`config.mk`:
```
export PLATFORM = sky130hd
export DESIGN_NAME = hpr_receiver
export DESIGN_NICKNAME = d
export VERILOG_FILES = /design/src/core/hpr_pkg.sv /design/src/core/hpr_receiver.sv
export SDC_FILE = /design/constraint.sdc
export NUM_CORES = 2
export LEC_CHECK = 0
export BUFFER_PORTS_ARGS = -buffer_cell sky130_fd_sc_hd__buf_4
export CORE_UTILIZATION = 35
export CTS_BUF_LIST = sky130_fd_sc_hd__clkbuf_8
export DETAILED_ROUTE_END_ITERATION = 6
export GPL_TIMING_DRIVEN = 0
export HOLD_SLACK_MARGIN = 0.12
export PLACE_DENSITY = 0.54
export SLEW_MARGIN = 15
export SYNTH_ARGS = -nofsm -noshare
export SYNTH_HDL_FRONTEND = slang
export SYNTH_SLANG_ARGS = --single-unit
```
`constraint.sdc`:
```
create_clock -name mclk_in -period 4.9 [get_ports mclk_in]
set_clock_uncertainty 0.2 [all_clocks]
set_input_delay 0.49 -clock mclk_in [delete_from_list [all_inputs] [get_ports mclk_in]]
set_output_delay 0.49 -clock mclk_in [all_outputs]
set_load 0.01 [all_outputs]
```
`src/core/hpr_pkg.sv`:
```
// Package with register map, field positions and timing for the host parallel receiver.
package hpr_pkg;

	// ----------------------------------------------------------------
	// Register map
	// ----------------------------------------------------------------
	localparam logic [11:0] ADDR_CTRL   = 12'h000;
	localparam logic [11:0] ADDR_STATUS = 12'h004;
	localparam logic [11:0] ADDR_DATA   = 12'h008;
	localparam logic [11:0] ADDR_LEVEL  = 12'h00C;
	localparam logic [11:0] ADDR_HSK    = 12'h010;

	// ----------------------------------------------------------------
	// Field positions
	// ----------------------------------------------------------------
	localparam int CTRL_DIRECT_BIT   = 0;
	localparam int CTRL_IRQ_EN_BIT   = 1;
	localparam int STAT_EMPTY_BIT    = 0;
	localparam int STAT_FULL_BIT     = 1;
	localparam int STAT_LATCHED_BIT  = 2;
	localparam int STAT_BUSY_BIT     = 3;
	localparam int HSK_RELEASE_BIT   = 0;

	// ----------------------------------------------------------------
	// Reset values
	// ----------------------------------------------------------------
	localparam logic CTRL_DIRECT_RST = 1'b0;
	localparam logic CTRL_IRQ_EN_RST = 1'b1;

	// ----------------------------------------------------------------
	// Timing
	// ----------------------------------------------------------------
	localparam int CLK_PERIOD_PS = 8000;
	localparam int BUSY_LEAD_NS  = 1000;
	localparam int ACK_WIDTH_NS  = 1000;
	localparam int BUSY_LEAD_CYC = (BUSY_LEAD_NS * 1000) / CLK_PERIOD_PS;
	localparam int ACK_WIDTH_CYC = (ACK_WIDTH_NS * 1000) / CLK_PERIOD_PS;

	localparam int FIFO_DEPTH = 512;

	typedef enum logic [3:0] {
		HPR_IDLE = 4'h1,
		HPR_WAIT = 4'h2,
		HPR_ACK  = 4'h4,
		HPR_HOLD = 4'h8
	} hpr_state_e;

endpackage

```
`src/core/hpr_receiver.sv`:
```
// Host parallel byte receiver with 512-byte FIFO, direct latch and APB slave.
//
// Overview of operation
// - Buffered mode: capture data lines into FIFO right after strobe falls.
// - Busy rises in the same cycle the byte is captured.
// - Buffered mode: hardware pulses acknowledge, then drops busy, with no CPU action unless the FIFO is full.
// - Empty flag clears readable by CPU when a byte enters the FIFO.
// - CPU reads FIFO bytes in arrival order; each read pops one byte.
// - FIFO holds up to 512 unread bytes.
// - At 512 bytes a full flag sets and drives the interrupt request.
// - Direct mode: bypass FIFO, latch data into holding register, raise busy.
// - Direct mode: interrupt rises in the same cycle the byte is latched.
// - Direct mode: busy released and acknowledge sent for every byte.
// - Direct mode: release and acknowledge are triggered by the processor.
// - Buffered mode is selected after reset.
//
// Local design decisions: the placing of the registers and register access over APB.
`timescale 1ns/100ps

module hpr_receiver #(
	parameter int DEPTH     = hpr_pkg::FIFO_DEPTH,
	parameter int LEAD_CYC  = hpr_pkg::BUSY_LEAD_CYC,
	parameter int ACK_CYC   = hpr_pkg::ACK_WIDTH_CYC
) (
	input  wire logic        mclk_in,
	input  wire logic        reset_in,
	input  wire logic        psel_in,
	input  wire logic        penable_in,
	input  wire logic        pwrite_in,
	input  wire logic [11:0] paddr_in,
	input  wire logic [31:0] pwdata_in,
	output logic      [31:0] prdata_out,
	output logic             pready_out,
	output logic             pslverr_out,
	input  wire logic [7:0]  host_data_in,
	input  wire logic        host_strobe_n_in,
	output logic             host_busy_out,
	output logic             host_ack_n_out,
	output logic             cpu_irq_out
);

	localparam int AW = $clog2(DEPTH);

	// ----------------------------------------------------------------
	// Storage and state
	// ----------------------------------------------------------------
	logic [7:0]        mem_r [DEPTH];
	logic [AW-1:0]     wr_ptr_r;
	logic [AW-1:0]     rd_ptr_r;
	logic [AW:0]       count_r;
	logic [7:0]        latch_r;
	logic              latched_r;
	logic              direct_r;
	logic              irq_en_r;
	logic              strobe_d_r;
	logic              busy_r;
	logic              ack_n_r;
	logic [15:0]       timer_r;
	logic              release_req_r;
	logic [31:0]       prdata_r;
	logic              rd_wait_r;
	hpr_pkg::hpr_state_e state_r;

	// ----------------------------------------------------------------
	// Decode
	// ----------------------------------------------------------------
	wire       apb_acc   = psel_in & penable_in;
	wire       apb_wr    = apb_acc & pwrite_in;
	wire       apb_rd    = apb_acc & ~pwrite_in;
	wire       sel_ctrl  = paddr_in == hpr_pkg::ADDR_CTRL;
	wire       sel_stat  = paddr_in == hpr_pkg::ADDR_STATUS;
	wire       sel_data  = paddr_in == hpr_pkg::ADDR_DATA;
	wire       sel_level = paddr_in == hpr_pkg::ADDR_LEVEL;
	wire       sel_hsk   = paddr_in == hpr_pkg::ADDR_HSK;
	wire       mapped    = sel_ctrl | sel_stat | sel_data | sel_level
	                       | sel_hsk;
	wire       fifo_empty = count_r == '0;
	wire       fifo_full  = count_r == (AW+1)'(DEPTH);
	wire       strobe_fall = strobe_d_r & ~host_strobe_n_in;
	// Strobes arriving while busy are ignored; the host must not send them.
	wire       take      = strobe_fall & ~busy_r;
	wire       push      = take & ~direct_r;
	wire       grab      = take & direct_r;
	// Reads take one wait state so that the registered data already
	// stands at the edge where ready is seen high.
	wire       rd_first  = apb_rd & ~rd_wait_r;
	wire       rd_last   = apb_rd & rd_wait_r;
	wire       pop       = rd_last & sel_data & ~direct_r & ~fifo_empty;
	wire       rel_write = apb_wr & sel_hsk
	                       & pwdata_in[hpr_pkg::HSK_RELEASE_BIT];
	wire       timer_done = timer_r == '0;

	wire [31:0] stat_word = {28'h0000000, busy_r, latched_r, fifo_full,
	                         fifo_empty};
	wire [31:0] rd_mux =
		sel_ctrl  ? {30'h00000000, irq_en_r, direct_r} :
		sel_stat  ? stat_word :
		sel_data  ? (direct_r ? {24'h000000, latch_r}
		                      : {24'h000000, mem_r[rd_ptr_r]}) :
		sel_level ? {{(31-AW){1'b0}}, count_r} :
		32'h00000000;

	assign pready_out  = ~apb_rd | rd_wait_r;
	assign pslverr_out = apb_acc & ~mapped;
	assign prdata_out  = prdata_r;
	assign host_busy_out  = busy_r;
	assign host_ack_n_out = ack_n_r;
	// Full in buffered mode, a waiting byte in direct mode.
	assign cpu_irq_out = irq_en_r & ((fifo_full & ~direct_r)
	                                 | (latched_r & direct_r));

	// ----------------------------------------------------------------
	// FIFO
	// ----------------------------------------------------------------
	always_ff @(posedge mclk_in) begin
		if (push)
			mem_r[wr_ptr_r] <= host_data_in;
	end

	always_ff @(posedge mclk_in) begin
		if (reset_in) begin
			wr_ptr_r <= '0;
			rd_ptr_r <= '0;
			count_r  <= '0;
		end else begin
			if (push)
				wr_ptr_r <= wr_ptr_r + 1'b1;
			if (pop)
				rd_ptr_r <= rd_ptr_r + 1'b1;
			if (push & ~pop)
				count_r <= count_r + 1'b1;
			else if (pop & ~push)
				count_r <= count_r - 1'b1;
		end
	end

	// ----------------------------------------------------------------
	// Registers and APB
	// ----------------------------------------------------------------
	always_ff @(posedge mclk_in) begin
		if (reset_in) begin
			direct_r      <= hpr_pkg::CTRL_DIRECT_RST;
			irq_en_r      <= hpr_pkg::CTRL_IRQ_EN_RST;
			prdata_r      <= 32'h00000000;
			rd_wait_r     <= 1'b0;
			latch_r       <= 8'h00;
			latched_r     <= 1'b0;
			release_req_r <= 1'b0;
			strobe_d_r    <= 1'b1;
		end else begin
			strobe_d_r <= host_strobe_n_in;
			rd_wait_r  <= rd_first;
			if (rd_first)
				prdata_r <= rd_mux;
			if (apb_wr & sel_ctrl) begin
				direct_r <= pwdata_in[hpr_pkg::CTRL_DIRECT_BIT];
				irq_en_r <= pwdata_in[hpr_pkg::CTRL_IRQ_EN_BIT];
			end
			if (grab) begin
				latch_r <= host_data_in;
			end
			// A new byte wins over the clear from reading the latch.
			if (grab)
				latched_r <= 1'b1;
			else if (rd_last & sel_data & direct_r)
				latched_r <= 1'b0;
			if (rel_write & direct_r)
				release_req_r <= 1'b1;
			else if (state_r == hpr_pkg::HPR_HOLD)
				release_req_r <= 1'b0;
		end
	end

	// ----------------------------------------------------------------
	// Host handshake
	// ----------------------------------------------------------------
	always_ff @(posedge mclk_in) begin
		if (reset_in) begin
			state_r <= hpr_pkg::HPR_IDLE;
			busy_r  <= 1'b0;
			ack_n_r <= 1'b1;
			timer_r <= '0;
		end else begin
			case (state_r)
				hpr_pkg::HPR_IDLE: begin
					if (take) begin
						busy_r  <= 1'b1;
						timer_r <= 16'(LEAD_CYC);
						state_r <= direct_r ? hpr_pkg::HPR_HOLD
						                    : hpr_pkg::HPR_WAIT;
					end
				end
				hpr_pkg::HPR_WAIT: begin
					// Holding busy while full keeps the host from overrunning.
					if (timer_done & ~fifo_full) begin
						ack_n_r <= 1'b0;
						timer_r <= 16'(ACK_CYC);
						state_r <= hpr_pkg::HPR_ACK;
					end else if (!timer_done) begin
						timer_r <= timer_r - 16'h0001;
					end
				end
				hpr_pkg::HPR_HOLD: begin
					if (release_req_r) begin
						ack_n_r <= 1'b0;
						timer_r <= 16'(ACK_CYC);
						state_r <= hpr_pkg::HPR_ACK;
					end
				end
				hpr_pkg::HPR_ACK: begin
					if (timer_done) begin
						ack_n_r <= 1'b1;
						busy_r  <= 1'b0;
						state_r <= hpr_pkg::HPR_IDLE;
					end else begin
						timer_r <= timer_r - 16'h0001;
					end
				end
				default: begin
					state_r <= hpr_pkg::HPR_IDLE;
					busy_r  <= 1'b0;
					ack_n_r <= 1'b1;
				end
			endcase
		end
	end

endmodule

```
== After elaboration in Yosys (flattened, before gate mapping) ==
Memories as Yosys holds them, arrays and structs flattened. A register that Yosys moved wholly into a read port is not among the register bits.
Index checks and enable logic that the tools add are counted.

* Memories: 1
* Word-level logic and storage cells: 122
* Output and inout port bits: 37
* Register bits after elaboration: 96
* Bits of input ports: 58
* Memory bits (writable): 4096

{| class="wikitable"
|+ Memory list
! memory !! depth !! width !! read ports !! clocked after memory_dff !! write ports !! RTL line !! RTL
|-
| mem_r || 512 || 8 || 1 || 1 || 1 || hpr_receiver.sv:47 || <nowiki>logic [7:0] mem_r [DEPTH];</nowiki>
|}

* Add/sub/neg operators: 5
* Mux-type cells: 33
* Reduce and logical (&&, ||, !) cells: 12
* Eq/ne operators: 13
* Bitwise operators: 43

{| class="wikitable"
|+ Operators by type and width
! kind !! number
|-
| two-way mux 16 bit || 4
|-
| case mux 16 bit (4 select lines) || 1
|-
| two-way mux 10 bit || 6
|-
| bitwise AND 1 bit || 24
|-
| == test 12 x 4 -> 1 bit (second input constant) || 2
|-
| two-way mux 4 bit || 5
|-
| adder 9 x 1 -> 9 bit (second input constant) || 2
|-
| two-way mux 9 bit || 2
|-
| zero test 16 bit || 1
|-
| case mux 4 bit (4 select lines) || 1
|-
| subtractor 16 x 1 -> 16 bit (second input constant) || 1
|-
| NOT 1 bit || 13
|-
| == test 12 x 3 -> 1 bit (second input constant) || 1
|-
| == test 12 x 5 -> 1 bit (second input constant) || 1
|-
| zero test 12 bit || 1
|-
| two-way mux 1 bit || 11
|-
| adder 10 x 1 -> 10 bit (second input constant) || 1
|-
| == test 10 bit (second input constant) || 1
|-
| zero test 10 bit || 1
|-
| subtractor 10 x 1 -> 10 bit (second input constant) || 1
|-
| two-way mux 8 bit || 1
|-
| inequality test 2 bit (second input constant) || 4
|-
| AND reduction 4 bit || 2
|-
| bitwise OR 1 bit || 6
|-
| other kinds (10) || 13
|}

== Longest topological paths before layout ==
* Depth in word-level cells: 9
* Depth in mapped cells: 17
* Depth with buffers taken out: 17

== Worst setup path after synthesis ==
Ideal clock, no wire load.

* Path type: input to register
* Start point: input port paddr_in[7]
* End point: register count_r[9]
* Cell stages on the path: 17
* Buffers on the path: 0
* Required time: 4.558 ns
* Setup slack: 0.449 ns
* Arrival: 4.109 ns
* Library setup time: 0.142 ns
* Cells stage by stage: or4_4 nor3_4 nand2b_2 nor2_4 and3_2 inv_2 ha_1 inv_1 ha_1 a21o_1 a21oi_1 o21ai_0 a211o_1 nand3_1 nand3_1 o21ai_0 or4b_2

* Word-level cells in the longest chain between the ends: 7
* Elaborated cells on any way between the ends: 9
* Classes of those cells: eq/ne: 1; mux: 1; bitwise: 6; reduce/logical: 1

{| class="wikitable"
|+ RTL lines
! item !! RTL line !! RTL
|-
| start: declaration || hpr_receiver.sv:30 || <nowiki>input wire logic [11:0] paddr_in,</nowiki>
|-
| == test 12 x 4 -> 1 bit (*) || hpr_receiver.sv:72 || <nowiki>wire sel_data = paddr_in == hpr_pkg::ADDR_DATA;</nowiki>
|-
| bitwise AND 1 bit (*) (3 in a row) || hpr_receiver.sv:88 || <nowiki>wire pop = rd_last & sel_data & ~direct_r & ~fifo_empty;</nowiki>
|-
| NOT 1 bit || hpr_receiver.sv:130 || <nowiki>if (push & ~pop)</nowiki>
|-
| bitwise AND 1 bit || hpr_receiver.sv:130 ||
|-
| two-way mux 10 bit or nonzero test 2 bit (tied branches) || -- ||
|-
| end signal: assignment || hpr_receiver.sv:131 || <nowiki>count_r <= count_r + 1'b1;</nowiki>
|-
| end signal: assignment || hpr_receiver.sv:133 || <nowiki>count_r <= count_r - 1'b1;</nowiki>
|-
| end: declaration || hpr_receiver.sv:50 || <nowiki>logic [AW:0] count_r;</nowiki>
|}

Every way passes the cells marked *; elsewhere a longest branch is shown, timed or not.
A chain may end at the register's enable or synchronous reset.

==> impl_metrics.py <==
metrics = {
    "outcome": {
        "status": "finished, violations left",
        "violations": "DRC, setup timing",
    },
    "timing": {
        "relSlewSlack_pct": 6.740,
        "finalCriticalPeriod_ps": 5330,
        "setup_viol": 230,
        "min_period_over_period_pct": 108.8,
        "drv_slew": 0,
        "max_freq_ghz": 0.1876,
        "hold_viol": 0,
        "worst_pin_slew_ps": 1394,
        "fin_ws_ps": -429.6,
    },
    "drt": {
        "initialDrtViolationCount": 19060,
        "wl_um": 765900,
        "vias": 102000,
        "ant_nets": 0,
        "vias_per_cell": 6.360,
        "drc": 13,
        "wl_per_cell_um": 47.76,
        "firstDrtPassIters": 7,
    },
    "setup_path": {
        "crit_fanout": 10,
        "critical_path_class": "reg2reg",
        "cp-start-kind": "flip-flop",
        "critical_path.endpoint_type": "flip-flop",
        "r2r.worst_path.cells": 13,
        "cp.required_ps": 5920,
        "r2r_slack_ps": -430,
        "reg2reg_to": "prdata_out[3]",
        "cp.arrival_ps": 6350,
    },
    "floorplan": {
        "row_count": 250,
        "io-pin-count": 95,
        "die_w_um": 684.4,
        "design.die.area_um2": 468500,
        "die_h_um": 684.4,
        "initial_core_util_pct": 35.16,
        "core-area_um2": 463600,
    },
    "synth": {
        "ys_ff_latch": 4179,
        "yosysWarningCount": 0,
        "synth_area_leaders": "edfxtp_1 75%, mux4_2 9.6%, mux2i_1 4.6%, a22oi_1 1.7%, nor2_1 1.5%",
        "synthesis.area_um2": 163000,
        "yosysTopAreaCellShare_pct": 75.46,
        "netlist.top_cell.by_area": "edfxtp_1",
        "yosysSeqAreaShare_pct": 76.48,
        "synthFlopType": "edfxtp_1",
        "synth_edf_count": 4096,
        "yosys.cell_types.count": 96,
        "synthCells": 8294,
        "async_reset_ff_share_pct": 0,
        "avgSynthCellArea_um2": 19.65,
    },
    "global_routing": {
        "grt_pass1_vias": 93340,
        "grt_first_pass_wirelength_um": 961200,
        "overflow": 0,
        "grt_max_degree": 146,
        "grt_use_total_pct": 31.84,
        "antenna_found_initial": 99,
    },
    "placement": {
        "hpwlAfterDp_um": 514900,
        "gp_congestion": 1.054,
        "dpl.cell_count": 14670,
        "io_buffers": 42,
    },
    "min_path": {
        "hold_depth": 2,
        "min_to": "mem_r[144][2]",
        "hold_start": "host_data_in[2]",
        "hold_class": "in2reg",
    },
    "power": {
        "powerDensity_nw_per_um2": 369.6,
        "irDropWorstVdd_mv": 0.2952,
        "total_power_mw": 69.94,
        "leakage_nw": 56.95,
    },
    "finish": {
        "finalNetCount": 9321,
        "stdcell_count": 16040,
        "final_common_cell": "edfxtp_1",
        "drive_gt1_share_pct": 24.63,
        "fill_cells": 41380,
        "synthToLayoutAreaGrowth_pct": 16.09,
        "layout_common_cells": "4,096 x edfxtp_1, 744 x mux2i_1, 715 x clkbuf_8, 694 x mux4_2, 518 x nor2_1",
    },
    "run": {
        "max_cap_viol_count": 0,
    },
    "clock_network": {
        "h-tree-depth": 6,
        "numCtsBuffers": 685,
        "clockRootBuffer": "clkbuf_8",
        "clockBufferDepth": 4,
        "cts_tree": "yes",
        "path_clk_slew_ps": 60,
        "clk_latency_ps": 1320,
        "clock_sinks": 4179,
    },
}
-- cell families (layout without fill, tap and decap cells) --
kind of cell             count (synthesis)  after routing  synth area share (%)
AO/OA/AOI/OAI                          859            859                 3.747
flip-flops                            4179           4179                 76.48
adder cells (fa/ha/maj)                 17             17                0.1351
XOR/XNOR                                35             35                0.1881
other                                    1            101              0.002301
buffers and inverters                  556           2025                 1.863
multiplexers                          1444           1444                 14.20
AND/OR/NAND/NOR                       1203           1203                 3.390
-- where the power goes --
| group | leakage [nW] | internal [mW] | switching [mW] |
|---|---|---|---|
| combinational | 12.3 | 0.360 | 1.10 |
| sequential | 37.5 | 39.3 | 0.0677 |
| clock | 7.21 | 14.2 | 14.9 |
-- metrics by stage --
step           instance area [um2]  hold WS, ps  setup TNS [ps]  setup slack, ps  utilization (%)
2_1_floorplan               163100        232.1               0            449.1                -
3_3_place_gp                171100        253.3        -3529120            -5373            36.91
3_5_place_dp                174400        249.7         -188650            -2098            37.63
4_1_cts                     188700        122.9          -11.57           -11.57            40.71
5_1_grt                     189100        204.5          -171.1           -30.74            40.78
6_report                    189200        149.6          -15910           -429.6            40.82
-- worst max-delay path by stage --
stage	from	endpoint	cells after the start
floorplan	paddr_in[7]	count_r[9]	17
global placement	flip-flop	prdata_out[6]	11
detailed placement	flip-flop	prdata_out[7]	11
CTS	flip-flop	prdata_out[7]	14
global route	host_strobe_n_in	mem_r[319][3]	10
finish	flip-flop	prdata_out[3]	13
-- Yosys cell counts (24+ instances only) --
| cell | count |
|---|---|
| nand2_1 | 192 |
| a21oi_1 | 94 |
| mux2i_1 | 744 |
| a22oi_1 | 377 |
| o21ai_0 | 63 |
| edfxtp_1 | 4096 |
| dfxtp_1 | 83 |
| a211oi_1 | 64 |
| nor3_1 | 53 |
| nor2_1 | 639 |
| nand3_1 | 58 |
| nor4_1 | 35 |
| clkbuf_1 | 193 |
| nor2b_1 | 24 |
| nand4_1 | 81 |
| buf_4 | 158 |
| buf_2 | 137 |
| o22ai_1 | 95 |
| mux4_2 | 694 |
| a221oi_1 | 30 |
| buf_6 | 24 |
-- critical path, stage by stage (launching register included) --
cell	delay, ps
dfxtp_2	490
buf_4	370
buf_8	420
buf_8	380
buf_6	490
buf_6	480
mux2i_1	150
o22ai_1	410
a211oi_1	100
a21oi_1	240
nand4_1	620
nor4b_2	400
buf_4	210
o21ai_1	140
-- final cells by class --
type	count	area, um2	area share (%)
multi-input combinational	3580	36360	19.21
tap	6174	7725	4.082
clock inverter	514	2681	1.417
antenna	79	197.7	0.1045
timing repair buffer	248	3791	2.003
clock buffer	711	9786	5.171
inverter	22	88.84	0.04695
buffer	530	3939	2.081
sequential	4179	124700	65.88
-- routing by layer --
metal,share of wire [%],vias to the layer above,global-route usage (%)
met5,0.10,-,0.5306
met4,9.4,44,24.46
met3,15,2548,13.91
met2,41,9755,44.54
met1,34,53470,38.52
li1,-,36180,-
-- flip-flops by register name (all words and copies together) (netlist names), named ones only --
register        cells
mem_r            4096
timer_r            16
count_r            10
prdata_out         10
rd_ptr_r            9
wr_ptr_r            9
latch_r             8
state_r             4
direct_r            1
host_ack_n_out      1
host_busy_out       1
irq_en_r            1
latched_r           1
rd_wait_r           1
release_req_r       1
strobe_d_r          1
-- timing repair --
| item | 4_1_cts | 5_1_grt |
|---|---|---|
| gates resized for setup | 314 | 59 |
| endpoints found under the setup margin | 295 | 57 |
| hold buffers | 59 | 0 |
| buffers inserted | 5 | 6 |
| pin swaps | 9 | 10 |
| hold endpoints to repair | 2505 | 0 |
Note: power is estimated with default switching activity, not from simulation.
